File: src/shared/ncosc_regs.vh
// Overview of operation
// RULE1 - Fast-reconfig enable hands oscillator control to the fast-reconfig registers.
// RULE2 - Self-coherent select makes oscillators use channel-zero reference counter.
// RULE3 - Self-coherent select affects only oscillators in phase-coherent mode.
// RULE4 - Synth mode configures all up-converters for synthesis when datapath enables.
// RULE5 - Mixer enable multiplies up-converter samples by oscillator output.
// RULE6 - Set continuous bit: frequency changes do not reseed that accumulator.
// RULE7 - Clear continuous bit: frequency changes reseed accumulator from main counter.
// RULE8 - Host writes the continuous mask only while datapath is disabled.
// RULE9 - Without fast reconfig, source field selects what triggers sync events.
// RULE10 - Source 0: setting trigger bit fires all selected events at once.
// RULE11 - Source 1: setting trigger bit arms one event at next SYSREF rise.
// RULE12 - Source 2: events fire every SYSREF rise while trigger bit high.
// RULE13 - Source 3: fire on fourth high LSB after at least four lows.
// RULE14 - In fast reconfig, trigger governs fast reset mask and fast changes.
// RULE15 - Fast source 0 with select: fire at chip-select rising edge.
// RULE16 - Fast source 3 with select: chip-select rise arms LSB pattern trigger.
// RULE17 - While armed for the pattern, sample LSB is replaced by zero.
// RULE18 - After the fourth high sample, LSB is ordinary data again.
// RULE19 - Host changes source only with trigger bit zero and chip select high.
// RULE20 - Writing one over zero to trigger bit fires; reads return written value.
// RULE21 - Each set accumulator reset mask bit resets that accumulator per event.
// RULE22 - After a pattern fire, a fresh run of four lows is required.
`ifndef NCOSC_REGS_VH
`define NCOSC_REGS_VH
// Register indexes, byte address is four times these
`define NCOSC_IDX_CTRL 10'h300
`define NCOSC_IDX_CONT 10'h301
`define NCOSC_IDX_SYNC 10'h302
`define NCOSC_IDX_AR 10'h303
`define NCOSC_IDX_TRIG 10'h304
// Control fields
`define NCOSC_B_MIX 0
`define NCOSC_B_DDS 1
`define NCOSC_B_SC 2
`define NCOSC_B_FR 7
`define NCOSC_RST_CTRL 8'h00
`define NCOSC_RST_CONT 4'h0
`define NCOSC_RST_SRC 2'h0
`define NCOSC_RST_AR 4'hF
// Trigger sources
`define NCOSC_SRC_NOW 2'h0
`define NCOSC_SRC_ONCE 2'h1
`define NCOSC_SRC_EVERY 2'h2
`define NCOSC_SRC_LSB 2'h3
// Pattern run length
`define NCOSC_RUN 3'h4
`define NCOSC_RESP_OK 2'h0
`define NCOSC_RESP_ERR 2'h2
`endif

File: src/logic/ncosc_top.v
`include "ncosc_regs.vh"

module ncosc_top #(
   parameter AW = 12,
   parameter NOSC = 4
) (
   aclk,
   aresetn,
   aclken,
   s_axi_awvalid,
   s_axi_awready,
   s_axi_awaddr,
   s_axi_wvalid,
   s_axi_wready,
   s_axi_wdata,
   s_axi_wstrb,
   s_axi_bvalid,
   s_axi_bready,
   s_axi_bresp,
   s_axi_arvalid,
   s_axi_arready,
   s_axi_araddr,
   s_axi_rvalid,
   s_axi_rready,
   s_axi_rdata,
   s_axi_rresp,
   sysref,
   fast_reconfig_chip_select,
   fast_reconfig_select,
   fast_accumulator_reset_mask,
   datapath_enable,
   sample_valid,
   sample_lsb,
   mixer_enable,
   synth_mode_enable,
   synth_config,
   self_coherent_select,
   fast_reconfig_enable,
   phase_continuous_mask,
   use_ref_zero,
   reseed_on_change,
   sync_event,
   acc_reset,
   apply_spi_changes,
   apply_fast_changes,
   lsb_out
);
   input wire aclk;
   input wire aresetn;
   input wire aclken;
   input wire s_axi_awvalid;
   output wire s_axi_awready;
   input wire [AW-1:0] s_axi_awaddr;
   input wire s_axi_wvalid;
   output wire s_axi_wready;
   input wire [31:0] s_axi_wdata;
   input wire [3:0] s_axi_wstrb;
   output wire s_axi_bvalid;
   input wire s_axi_bready;
   output wire [1:0] s_axi_bresp;
   input wire s_axi_arvalid;
   output wire s_axi_arready;
   input wire [AW-1:0] s_axi_araddr;
   output wire s_axi_rvalid;
   input wire s_axi_rready;
   output wire [31:0] s_axi_rdata;
   output wire [1:0] s_axi_rresp;
   input wire sysref;
   input wire fast_reconfig_chip_select;
   input wire fast_reconfig_select;
   input wire [NOSC-1:0] fast_accumulator_reset_mask;
   input wire datapath_enable;
   input wire sample_valid;
   input wire sample_lsb;
   output wire mixer_enable;
   output wire synth_mode_enable;
   output wire synth_config;
   output wire self_coherent_select;
   output wire fast_reconfig_enable;
   output wire [NOSC-1:0] phase_continuous_mask;
   output wire [NOSC-1:0] use_ref_zero;
   output wire [NOSC-1:0] reseed_on_change;
   output wire sync_event;
   output wire [NOSC-1:0] acc_reset;
   output wire apply_spi_changes;
   output wire apply_fast_changes;
   output wire lsb_out;

   // -----------------------------------------
   // Register decode
   // -----------------------------------------
   // Index decode, used by both read and write paths
   function [2:0] ncosc_dec;
      input [AW-1:0] a;
      begin
         ncosc_dec = 3'h7;
         if (a[1:0] == 2'h0) begin
            case (a[AW-1:2])
               `NCOSC_IDX_CTRL: ncosc_dec = 3'h0;
               `NCOSC_IDX_CONT: ncosc_dec = 3'h1;
               `NCOSC_IDX_SYNC: ncosc_dec = 3'h2;
               `NCOSC_IDX_AR: ncosc_dec = 3'h3;
               `NCOSC_IDX_TRIG: ncosc_dec = 3'h4;
               default: ncosc_dec = 3'h7;
            endcase
         end
      end
   endfunction

   reg [7:0] ctrl_r;
   reg [NOSC-1:0] cont_r;
   reg [1:0] src_r;
   reg [NOSC-1:0] ar_r;
   reg trig_r;

   reg aw_have_r;
   reg [AW-1:0] aw_addr_r;
   reg w_have_r;
   reg [7:0] w_data_r;
   reg w_lane_r;
   reg bvalid_r;
   reg [1:0] bresp_r;
   reg rvalid_r;
   reg [31:0] rdata_r;
   reg [1:0] rresp_r;

   // -----------------------------------------
   // AXI4-Lite handshakes
   // -----------------------------------------
   // Readies drop with the clock enable so no item is taken while frozen
   assign s_axi_awready = aclken & ~aw_have_r & ~bvalid_r;
   assign s_axi_wready = aclken & ~w_have_r & ~bvalid_r;
   assign s_axi_arready = aclken & ~rvalid_r;
   assign s_axi_bvalid = bvalid_r;
   assign s_axi_bresp = bresp_r;
   assign s_axi_rvalid = rvalid_r;
   assign s_axi_rdata = rdata_r;
   assign s_axi_rresp = rresp_r;

   wire do_wr = aw_have_r & w_have_r & ~bvalid_r;
   wire [2:0] wsel = ncosc_dec(aw_addr_r);
   wire wr_lane = do_wr & w_lane_r;
   wire [2:0] rsel = ncosc_dec(s_axi_araddr);
   wire trig_rise = wr_lane & (wsel == 3'h4) & w_data_r[0] & ~trig_r; // RULE20

   // Write address and data are caught in either order
   always @(posedge aclk) begin
      if (!aresetn) begin
         aw_have_r <= 1'b0;
         aw_addr_r <= {AW{1'b0}};
         w_have_r <= 1'b0;
         w_data_r <= 8'h00;
         w_lane_r <= 1'b0;
         bvalid_r <= 1'b0;
         bresp_r <= `NCOSC_RESP_OK;
      end else if (aclken) begin
         if (s_axi_awvalid & s_axi_awready) begin
            aw_have_r <= 1'b1;
            aw_addr_r <= s_axi_awaddr;
         end
         if (s_axi_wvalid & s_axi_wready) begin
            w_have_r <= 1'b1;
            w_data_r <= s_axi_wdata[7:0];
            w_lane_r <= s_axi_wstrb[0];
         end
         if (do_wr) begin
            aw_have_r <= 1'b0;
            w_have_r <= 1'b0;
            bvalid_r <= 1'b1;
            bresp_r <= (wsel == 3'h7) ? `NCOSC_RESP_ERR : `NCOSC_RESP_OK;
         end else if (bvalid_r & s_axi_bready) begin
            bvalid_r <= 1'b0;
         end
      end
   end

   // Register storage, only byte lane zero carries data
   always @(posedge aclk) begin
      if (!aresetn) begin
         ctrl_r <= `NCOSC_RST_CTRL;
         cont_r <= `NCOSC_RST_CONT;
         src_r <= `NCOSC_RST_SRC;
         ar_r <= `NCOSC_RST_AR;
         trig_r <= 1'b0;
      end else if (aclken && wr_lane) begin
         case (wsel)
            3'h0: begin
               ctrl_r[`NCOSC_B_MIX] <= w_data_r[`NCOSC_B_MIX];
               ctrl_r[`NCOSC_B_DDS] <= w_data_r[`NCOSC_B_DDS];
               ctrl_r[`NCOSC_B_SC] <= w_data_r[`NCOSC_B_SC];
               ctrl_r[`NCOSC_B_FR] <= w_data_r[`NCOSC_B_FR];
            end
            3'h1: cont_r <= w_data_r[NOSC-1:0];
            3'h2: src_r <= w_data_r[1:0];
            3'h3: ar_r <= w_data_r[NOSC-1:0];
            3'h4: trig_r <= w_data_r[0]; // RULE20
            default: trig_r <= trig_r;
         endcase
      end
   end

   // Read path; reserved bits come back as zero
   always @(posedge aclk) begin
      if (!aresetn) begin
         rvalid_r <= 1'b0;
         rdata_r <= 32'h00000000;
         rresp_r <= `NCOSC_RESP_OK;
      end else if (aclken) begin
         if (s_axi_arvalid & s_axi_arready) begin
            rvalid_r <= 1'b1;
            rresp_r <= (rsel == 3'h7) ? `NCOSC_RESP_ERR : `NCOSC_RESP_OK;
            case (rsel)
               3'h0: rdata_r <= {24'h000000, ctrl_r};
               3'h1: rdata_r <= {{(32-NOSC){1'b0}}, cont_r};
               3'h2: rdata_r <= {30'h00000000, src_r};
               3'h3: rdata_r <= {{(32-NOSC){1'b0}}, ar_r};
               3'h4: rdata_r <= {31'h00000000, trig_r}; // RULE20
               default: rdata_r <= 32'h00000000;
            endcase
         end else if (rvalid_r & s_axi_rready) begin
            rvalid_r <= 1'b0;
         end
      end
   end

   // -----------------------------------------
   // Pin synchronisers
   // -----------------------------------------
   reg [1:0] sref_s_r;
   reg [1:0] cs_s_r;
   reg sref_d_r;
   reg cs_d_r;

   // Edge detect sits after the second stage only
   always @(posedge aclk) begin
      if (!aresetn) begin
         sref_s_r <= 2'b00;
         cs_s_r <= 2'b11;
         sref_d_r <= 1'b0;
         cs_d_r <= 1'b1;
      end else if (aclken) begin
         sref_s_r <= {sref_s_r[0], sysref};
         cs_s_r <= {cs_s_r[0], fast_reconfig_chip_select};
         sref_d_r <= sref_s_r[1];
         cs_d_r <= cs_s_r[1];
      end
   end

   wire sref_rise = sref_s_r[1] & ~sref_d_r;
   wire cs_rise = cs_s_r[1] & ~cs_d_r;

   // -----------------------------------------
   // Static oscillator controls
   // -----------------------------------------
   wire fr_on = ctrl_r[`NCOSC_B_FR];
   assign fast_reconfig_enable = fr_on; // RULE1
   assign mixer_enable = ctrl_r[`NCOSC_B_MIX]; // RULE5
   assign synth_mode_enable = ctrl_r[`NCOSC_B_DDS];
   assign self_coherent_select = ctrl_r[`NCOSC_B_SC];
   assign phase_continuous_mask = cont_r;

   genvar gi;
   generate
      for (gi = 0; gi < NOSC; gi = gi + 1) begin : g_osc
         // Coherent oscillators only follow the channel-zero counter
         assign use_ref_zero[gi] = ctrl_r[`NCOSC_B_SC] & ~cont_r[gi]; // RULE2 RULE3
         assign reseed_on_change[gi] = ~cont_r[gi]; // RULE6 RULE7
      end
   endgenerate

   reg dp_d_r;
   reg synth_cfg_r;
   assign synth_config = synth_cfg_r;

   // Synthesis setup is captured only as the datapath turns on
   always @(posedge aclk) begin
      if (!aresetn) begin
         dp_d_r <= 1'b0;
         synth_cfg_r <= 1'b0;
      end else if (aclken) begin
         dp_d_r <= datapath_enable;
         if (datapath_enable & ~dp_d_r) begin
            synth_cfg_r <= ctrl_r[`NCOSC_B_DDS]; // RULE4
         end else if (!datapath_enable) begin
            synth_cfg_r <= 1'b0;
         end
      end
   end

   // -----------------------------------------
   // Trigger selection
   // -----------------------------------------
   reg once_armed_r;
   reg fr_armed_r;
   reg [2:0] low_cnt_r;
   reg [2:0] high_cnt_r;
   wire fr_sel_edge = fr_on & fast_reconfig_select & cs_rise;
   wire spi_lsb = ~fr_on & trig_r & (src_r == `NCOSC_SRC_LSB); // RULE13
   wire pat_en = spi_lsb | fr_armed_r;
   wire high_ok = (low_cnt_r >= `NCOSC_RUN);
   wire pat_hit = pat_en & sample_valid & sample_lsb & high_ok &
      (high_cnt_r == (`NCOSC_RUN - 3'h1));

   reg fire;
   // One fire term per source, all events share it
   always @* begin
      fire = 1'b0;
      if (!fr_on) begin // RULE9
         case (src_r)
            `NCOSC_SRC_NOW: fire = trig_rise; // RULE10
            `NCOSC_SRC_ONCE: fire = once_armed_r & sref_rise; // RULE11
            `NCOSC_SRC_EVERY: fire = trig_r & sref_rise; // RULE12
            `NCOSC_SRC_LSB: fire = pat_hit; // RULE13
            default: fire = 1'b0;
         endcase
      end else begin
         case (src_r)
            `NCOSC_SRC_NOW: fire = fr_sel_edge; // RULE15
            `NCOSC_SRC_LSB: fire = pat_hit; // RULE16
            default: fire = 1'b0;
         endcase
      end
   end

   // Arming state; a new arm beats a same-cycle fire
   always @(posedge aclk) begin
      if (!aresetn) begin
         once_armed_r <= 1'b0;
         fr_armed_r <= 1'b0;
      end else if (aclken) begin
         if (fr_on | (src_r != `NCOSC_SRC_ONCE)) begin
            once_armed_r <= 1'b0;
         end else if (trig_rise) begin
            once_armed_r <= 1'b1; // RULE11
         end else if (sref_rise) begin
            once_armed_r <= 1'b0;
         end
         if (!fr_on | (src_r != `NCOSC_SRC_LSB)) begin
            fr_armed_r <= 1'b0;
         end else if (fr_sel_edge) begin
            fr_armed_r <= 1'b1; // RULE16
         end else if (pat_hit) begin
            fr_armed_r <= 1'b0; // RULE18
         end
      end
   end

   // -----------------------------------------
   // LSB pattern detector
   // -----------------------------------------
   // Low run saturates so a long low stretch still counts as four
   always @(posedge aclk) begin
      if (!aresetn) begin
         low_cnt_r <= 3'h0;
         high_cnt_r <= 3'h0;
      end else if (aclken) begin
         if (!pat_en) begin
            low_cnt_r <= 3'h0;
            high_cnt_r <= 3'h0;
         end else if (sample_valid) begin
            if (!sample_lsb) begin
               high_cnt_r <= 3'h0;
               if (!high_ok) begin
                  low_cnt_r <= low_cnt_r + 3'h1;
               end else if (high_cnt_r != 3'h0) begin
                  low_cnt_r <= 3'h1;
               end
            end else if (pat_hit) begin
               low_cnt_r <= 3'h0; // RULE22
               high_cnt_r <= 3'h0;
            end else if (high_ok) begin
               high_cnt_r <= high_cnt_r + 3'h1;
            end else begin
               low_cnt_r <= 3'h0;
            end
         end
      end
   end

   // LSB forced low only while the fast path waits
   // Gated by the enable too, so dropping fast mode frees the bit at once
   assign lsb_out = sample_lsb & ~(fr_armed_r & fr_on); // RULE17 RULE18

   // -----------------------------------------
   // Event outputs
   // -----------------------------------------
   reg ev_r;
   reg [NOSC-1:0] acc_r;
   reg spi_ap_r;
   reg fast_ap_r;
   wire [NOSC-1:0] mask_sel = fr_on ? fast_accumulator_reset_mask : ar_r; // RULE14

   // Registered so every event lands in the same cycle
   always @(posedge aclk) begin
      if (!aresetn) begin
         ev_r <= 1'b0;
         acc_r <= {NOSC{1'b0}};
         spi_ap_r <= 1'b0;
         fast_ap_r <= 1'b0;
      end else if (aclken) begin
         ev_r <= fire;
         acc_r <= fire ? mask_sel : {NOSC{1'b0}}; // RULE21
         spi_ap_r <= fire & ~fr_on; // RULE9
         fast_ap_r <= fire & fr_on; // RULE14
      end
   end

   assign sync_event = ev_r;
   assign acc_reset = acc_r;
   assign apply_spi_changes = spi_ap_r;
   assign apply_fast_changes = fast_ap_r;
endmodule

File: config.mk
export PLATFORM = sky130hd
export DESIGN_NAME = ncosc_top
export DESIGN_NICKNAME = d
export VERILOG_FILES = /design/src/logic/ncosc_top.v
export VERILOG_INCLUDE_DIRS = /design/src /design/src/shared
export SDC_FILE = /design/constraint.sdc
export NUM_CORES = 1
export LEC_CHECK = 0
export BUFFER_PORTS_ARGS = -buffer_cell sky130_fd_sc_hd__clkbuf_2
export CAP_MARGIN = 20
export CELL_PAD_IN_SITES_DETAIL_PLACEMENT = 0
export CELL_PAD_IN_SITES_GLOBAL_PLACEMENT = 1
export CORE_MARGIN = 8
export CORE_UTILIZATION = 37
export CTS_CLUSTER_SIZE = 16
export DETAILED_ROUTE_END_ITERATION = 6
export PLACE_DENSITY_LB_ADDON = 0.1
export SLEW_MARGIN = 15
export SYNTH_ARGS = -nofsm -noshare
export SYNTH_HDL_FRONTEND = slang
export SYNTH_SLANG_ARGS = --single-unit
export TNS_END_PERCENT = 50
File: constraint.sdc
create_clock -name aclk -period 3.3 [get_ports aclk]
set_input_delay 0.165 -clock aclk [delete_from_list [all_inputs] [get_ports aclk]]
set_output_delay 0.165 -clock aclk [all_outputs]
set_load 0.02 [all_outputs]
# After elaboration in Yosys (flattened, before gate mapping)
# Cells that the tools add are included.
[classes] n_eq_ne=31 n_addsub=2 order_cmp=1 reduce_logical=32 bitwise=54 muxes=40
[ops] operator="$eq 10x10->1 const B" n=10
[ops] operator="$mux 3" n=14
[ops] operator="$pmux 8 s5" n=1
[ops] operator="$and 1x1->1" n=37
[ops] operator="$reduce_and 2->1" n=16
[ops] operator="$pmux 3 s5" n=2
[ops] operator="$mux 1" n=17
[ops] operator="$eq 3x2->1 const B" n=5
[ops] operator="$not 1->1" n=14
[ops] operator="$eq 3x3->1 const B" n=4
[ops] operator="$reduce_bool 3->1" n=3
[ops] operator="$mux 4" n=2
[ops] operator="$ne 4x3->1 const B" n=2
[ops] operator="$reduce_bool 2->1" n=4
[ops] operator="$add 3x1->3 const B" n=2
[ops] operator="$eq 3x1->1 const B" n=2
[ops] operator="$logic_not 2->1" n=3
[ops] operator="$logic_not 3->1" n=2
[ops] operator="$eq 2x2->1 const B" n=2
[ops] operator="$mux 2" n=2
[ops] operator="$ne 2x1->1 const B" n=2
[ops] operator="$ne 2x2->1 const B" n=2
[ops] operator="$ne 4x2->1 const B" n=1
[ops] operator="$pmux 1 s4" n=1
[ops] operator="8 further kinds" n=10
[totals] ff_bits=99 word_cells=189

# Longest topological paths before layout
[depth] depth_word=12 mapped_depth=6 mapped_depth_nobuf=6

# Worst setup path after synthesis
# OpenSTA, ideal clock, no wires.
[synth_timing] path_type="register to register" from="reg rvalid_r, in the netlist s_axi_rvalid" to="reg rdata_r[7], in the netlist s_axi_rdata[7]" path_buffers=0 t_required_ns=3.230 stages_incl_launch_ff=5 setup_slack_ns=1.340 period_less_slack_ns=1.960 setup_ns=0.070 t_arrival_ns=1.890 path_cell_list="dfxtp_1 or4bb_1 or4_4 or4b_1 a21oi_1"
[synth_between] elab_chain_cells=4
[synth_lines] item="start, declared" line="ncosc_top.v:123" rtl="reg rvalid_r;"
[synth_lines] item="start signal, assigned" line="ncosc_top.v:205" rtl="rvalid_r <= 1'b0;"
[synth_lines] item="start signal, assigned" line="ncosc_top.v:210" rtl="rvalid_r <= 1'b1;"
[synth_lines] item="start signal, assigned" line="ncosc_top.v:221" rtl="rvalid_r <= 1'b0;"
[synth_lines] item="$not 1->1" line="ncosc_top.v:133" rtl="assign s_axi_arready = aclken & ~rvalid_r;"
[synth_lines] item="$and 1x1->1" line="ncosc_top.v:133"
[synth_lines] item="$and 1x1->1" line="ncosc_top.v:209" rtl="if (s_axi_arvalid & s_axi_arready) begin"
[synth_lines] item="$reduce_and 2->1 (no source line)"
[synth_lines] item="end signal, assigned" line="ncosc_top.v:213" rtl="3'h0: rdata_r <= {24'h000000, ctrl_r};"
[synth_lines] item="end signal, assigned" line="ncosc_top.v:214" rtl="3'h1: rdata_r <= {{(32-NOSC){1'b0}}, cont_r};"
[synth_lines] item="end signal, assigned" line="ncosc_top.v:215" rtl="3'h2: rdata_r <= {30'h00000000, src_r};"
[synth_lines] item="end, declared" line="ncosc_top.v:124" rtl="reg [31:0] rdata_r;"
# No other way between the ends.
# A chain may end at the register's enable or synchronous reset.

# Final worst setup path
[layout_timing] from="reg src_r[0]" to="reg acc_r[1], in the netlist acc_reset[1]"
[layout_between] elab_chain_cells=10
[layout_lines] item="start, declared" line="ncosc_top.v:112" rtl="reg [1:0] src_r;"
[layout_lines] item="start signal, assigned" line="ncosc_top.v:182" rtl="src_r <= `NCOSC_RST_SRC;"
[layout_lines] item="start signal, assigned" line="ncosc_top.v:194" rtl="3'h2: src_r <= w_data_r[1:0];"
[layout_lines] item="$eq 2x2->1" line="ncosc_top.v:309, ncosc_top.v:317"
[layout_lines] item="$and 1x1->1" line="ncosc_top.v:298" rtl="wire spi_lsb = ~fr_on & trig_r & (src_r == `NCOSC_SRC_LSB);"
[layout_lines] item="$or 1x1->1" line="ncosc_top.v:299" rtl="wire pat_en = spi_lsb | fr_armed_r;"
[layout_lines] item="$and 1x1->1 (4 in series)" line="ncosc_top.v:301" rtl="wire pat_hit = pat_en & sample_valid & sample_lsb & high_ok &"
[layout_lines] item="$pmux 1 s4 or $pmux 1 s2 (tied branches)" line="ncosc_top.v:309, ncosc_top.v:317"
[layout_lines] item="$mux 1 (*)" line="ncosc_top.v:308" rtl="if (!fr_on) begin"
[layout_lines] item="$mux 4 (*)" line="ncosc_top.v:402" rtl="acc_r <= fire ? mask_sel : {NOSC{1'b0}};"
[layout_lines] item="end signal, assigned" line="ncosc_top.v:397" rtl="acc_r <= {NOSC{1'b0}};"
[layout_lines] item="end signal, assigned" line="ncosc_top.v:402"
[layout_lines] item="end, declared" line="ncosc_top.v:388" rtl="reg [NOSC-1:0] acc_r;"
# Mark *: on every way between the ends. The rest lies on a longest branch, timed or not.

==> results.sh <==
export IMPL_timing_slew_headroom_pct=43.7
export IMPL_wl_per_cell_um=15.1
export IMPL_synth_xor_area_share_pct=0
export IMPL_ant_nets=0
export IMPL_hold_viol_final=0
export IMPL_multi_input_area_um2=1890
export IMPL_rsz0062_at_grt="false"
export IMPL_htreeDepth=3
export IMPL_synth_cell_types=56
export IMPL_path_clk_slew_ns=0.08
export IMPL_drv_cap=0
export IMPL_synth_area_um2=3490
export IMPL_start_kind="flop"
export IMPL_grt_start_max_net_pins=44
export IMPL_crit_path_end_kind="flop"
export IMPL_cts_tree="yes"
export IMPL_synth_top_family_by_area="simple AND/OR/NAND/NOR gates"
export IMPL_numPortBuffers=84
export IMPL_muxShareOfSynthArea_pct=11.2
export IMPL_die_area_um2=12800
export IMPL_num_vias=3017
export IMPL_setup_violations_final=0
export IMPL_fin_crit_sh_pct=61.1
export IMPL_period_needed_ns=2.02
export IMPL_cts_sinks=67
export IMPL_ys_warn_count=0
export IMPL_antenna_found_initial=0
export IMPL_hold_path_class="in -> reg"
export IMPL_drt_iter0_drc=90
export IMPL_fin_skew_ns=0.0108
export IMPL_grt_overflow=0
export IMPL_tns_ns=0
export IMPL_grt_pass1_vias=3018
export IMPL_hold_slack_ns=0.0389
export IMPL_irDropWorstVdd_mv=0.194
export IMPL_synth_seq_area_share_pct=38.4
export IMPL_gp_congestion=0.783
export IMPL_clk_latency_ns=0.34
export IMPL_grt_pass1_wl_mm=15.1
export IMPL_diodes=0
export IMPL_fp_row_count=35
export IMPL_netlist_area_leader_share_pct=38.4
export IMPL_yosys_area_share_simple_pct=22.6
export IMPL_n_fill_cell=973
export IMPL_post_cts_buffers=0
export IMPL_yosys_cell_count_top_type="nand2_1"
export IMPL_worst_path_max_fanout=6
export IMPL_start_util_pct=37.9
export IMPL_cts_resized=0
export IMPL_fp_dieH_um=113
export IMPL_area_growth_syn_to_layout_pct=19.0
export IMPL_first_pass_iters=4
export IMPL_netlist_top_cells_count="72 x nand2_1, 67 x dfxtp_1, 33 x nor2_1"
export IMPL_pin_count=144
export IMPL_die_w_um=113
export IMPL_final_max_slew_viol_count=0
export IMPL_netSwitchingFraction_pct=24.1
export IMPL_ff_latch_area_um2=1340
export IMPL_core_area_um2=9200
export IMPL_layout_nets=583
export IMPL_synth_fa_ha_area_share_pct=3.23
export IMPL_p_clk_share_pct=46.2
export IMPL_status="finished, final reports clean"
export IMPL_max_freq_mhz=496
export IMPL_drive_gt1_share_pct=22.6
export IMPL_cts_buffer_depth=2
export IMPL_cts_hold_fix_buffers=0
export IMPL_synth_area_leaders="dfxtp_1 38%, mux2i_1 8.3%, nand2_1 7.7%"
export IMPL_p_comb_share_pct=9.3
export IMPL_internal_power_mw=1.43
export IMPL_clockRootBuffer="clkbuf_8"
export IMPL_async_flop_share_pct=0
export IMPL_syn_inst=417
export IMPL_tightest_slew_ns=0.844
export IMPL_p_per_area_nw_per_um2=454
export IMPL_drc=0
export IMPL_cp_data_required_time_ns=3.51
export IMPL_synth_seq_cells=67
export IMPL_cts_buffers=9
export IMPL_arrival_ns=2.23
export IMPL_post_dp_hpwl_mm=6.77
export IMPL_routed_wl_mm=9.22
export IMPL_crit_type="reg -> reg"
export IMPL_synth_top_area_cell="dfxtp_1"
export IMPL_syn_area_per_cell_um2=8.37
export IMPL_p_leak_nw=1.82
export IMPL_grtUsageTotal_pct=14.6
export IMPL_synth_compound_area_share_pct=14.1
export IMPL_p_seq_share_pct=44.6
export IMPL_synth_edf_count=0
export IMPL_p_sw_mw=0.454
export IMPL_synth_main_ff_cell="dfxtp_1"
export IMPL_viasPerCell=4.93
## power by group through the flow
| stage | sequential (mW) | clock, mW | combinational, mW |
|---|---|---|---|
| 2_1_floorplan | 0.858 | 0 | 0.142 |
| 3_3_place_gp | 0.859 | 0 | 0.173 |
| 3_5_place_dp | 0.859 | 0 | 0.174 |
| 4_1_cts | 0.840 | 0.897 | 0.174 |
| 5_1_grt | 0.843 | 0.931 | 0.194 |
| 6_report | 0.840 | 0.870 | 0.174 |
## worst max-delay path: stages (launching register included)
cell,delay (ns)
dfxtp_1,0.43
inv_1,0.11
ha_1,0.21
mux2_2,0.26
a41o_1,0.25
a21oi_1,0.48
o31ai_1,0.15
## layer usage
metal	wire (um)	GRT usage (%)	up-vias
met3	653	4.21	9
li1	-	-	1549
met2	4180	23.1	82
met4	87	5.60	0
met1	4300	18.3	1377
met5	0	0	-
## final cells by class
type | instances | share of cell area, %
inverter | 19 | 1.72
tap | 111 | 3.34
clock buffer | 11 | 3.65
clock inverter | 5 | 2.56
multi-input combinational | 311 | 45.6
sequential | 67 | 32.3
timing repair buffer | 88 | 10.8
## flip-flops by register name, summed over array words and instances, names as in the netlist, 2 cells and up
name                   cells
acc_reset                  4
ar_r                       4
aw_addr_r                 12
cs_s_r                     2
ctrl_r                     4
high_cnt_r                 3
low_cnt_r                  3
phase_continuous_mask      4
s_axi_rdata                5
src_r                      2
sref_s_r                   2
w_data_r                   5
## kinds of logic after synthesis
logic type,Yosys count
AOI/OAI and AO/OA,76
adders and majority gates,9
buffers and inverters,67
DFF,67
muxes,36
other,1
and+or+nand+nor,161
## path summary, 6_finish.rpt
path	from	endpoint	slack [ns]	cells after the start
min	s_axi_awaddr[5]	aw_addr_r[5]	0.04	3
min reg2reg	s_axi_rdata[7]	s_axi_rdata[7]	0.45	2
max reg2reg	src_r[0]	acc_reset[1]	1.28	6
max	src_r[0]	acc_reset[1]	1.28	6
## through the flow
step           util (%)  area [um^2]  cells  worst slack (ns)  power, mW
2_1_floorplan         -         3590    445              1.34      0.999
3_3_place_gp       42.4         3890    596              1.31       1.03
3_5_place_dp       42.4         3890    596              1.30       1.03
4_1_cts            45.2         4150    612              1.30       1.91
5_1_grt            45.2         4150    612              1.14       1.97
6_report           45.2         4150    612              1.28       1.89
## placed cells by master, fill, tap and decap left out, types with 2 or more instances in the layout
cell type and n:
a2111oi_0 2, a21oi_1 30, a32oi_1 2, and3b_1 2, buf_4 4, bufinv_16 3
clkbuf_2 84, clkbuf_8 11, conb_1 29, dfxtp_1 67, ha_1 9, inv_1 18
mux2_2 4, mux2i_1 29, mux4_2 2, nand2_1 72, nand2b_1 5, nand3_1 7
nand3b_1 3, nand4_1 2, nand4b_1 6, nor2_1 33, nor2b_1 11, nor3_1 3
nor3b_1 3, nor4_1 2, o21a_1 5, o21ai_0 7, o21ai_1 3, o22ai_1 2
o31ai_1 11, or3_1 2, or4_4 2
No activity file was read; power rests on OpenSTA's default activity.
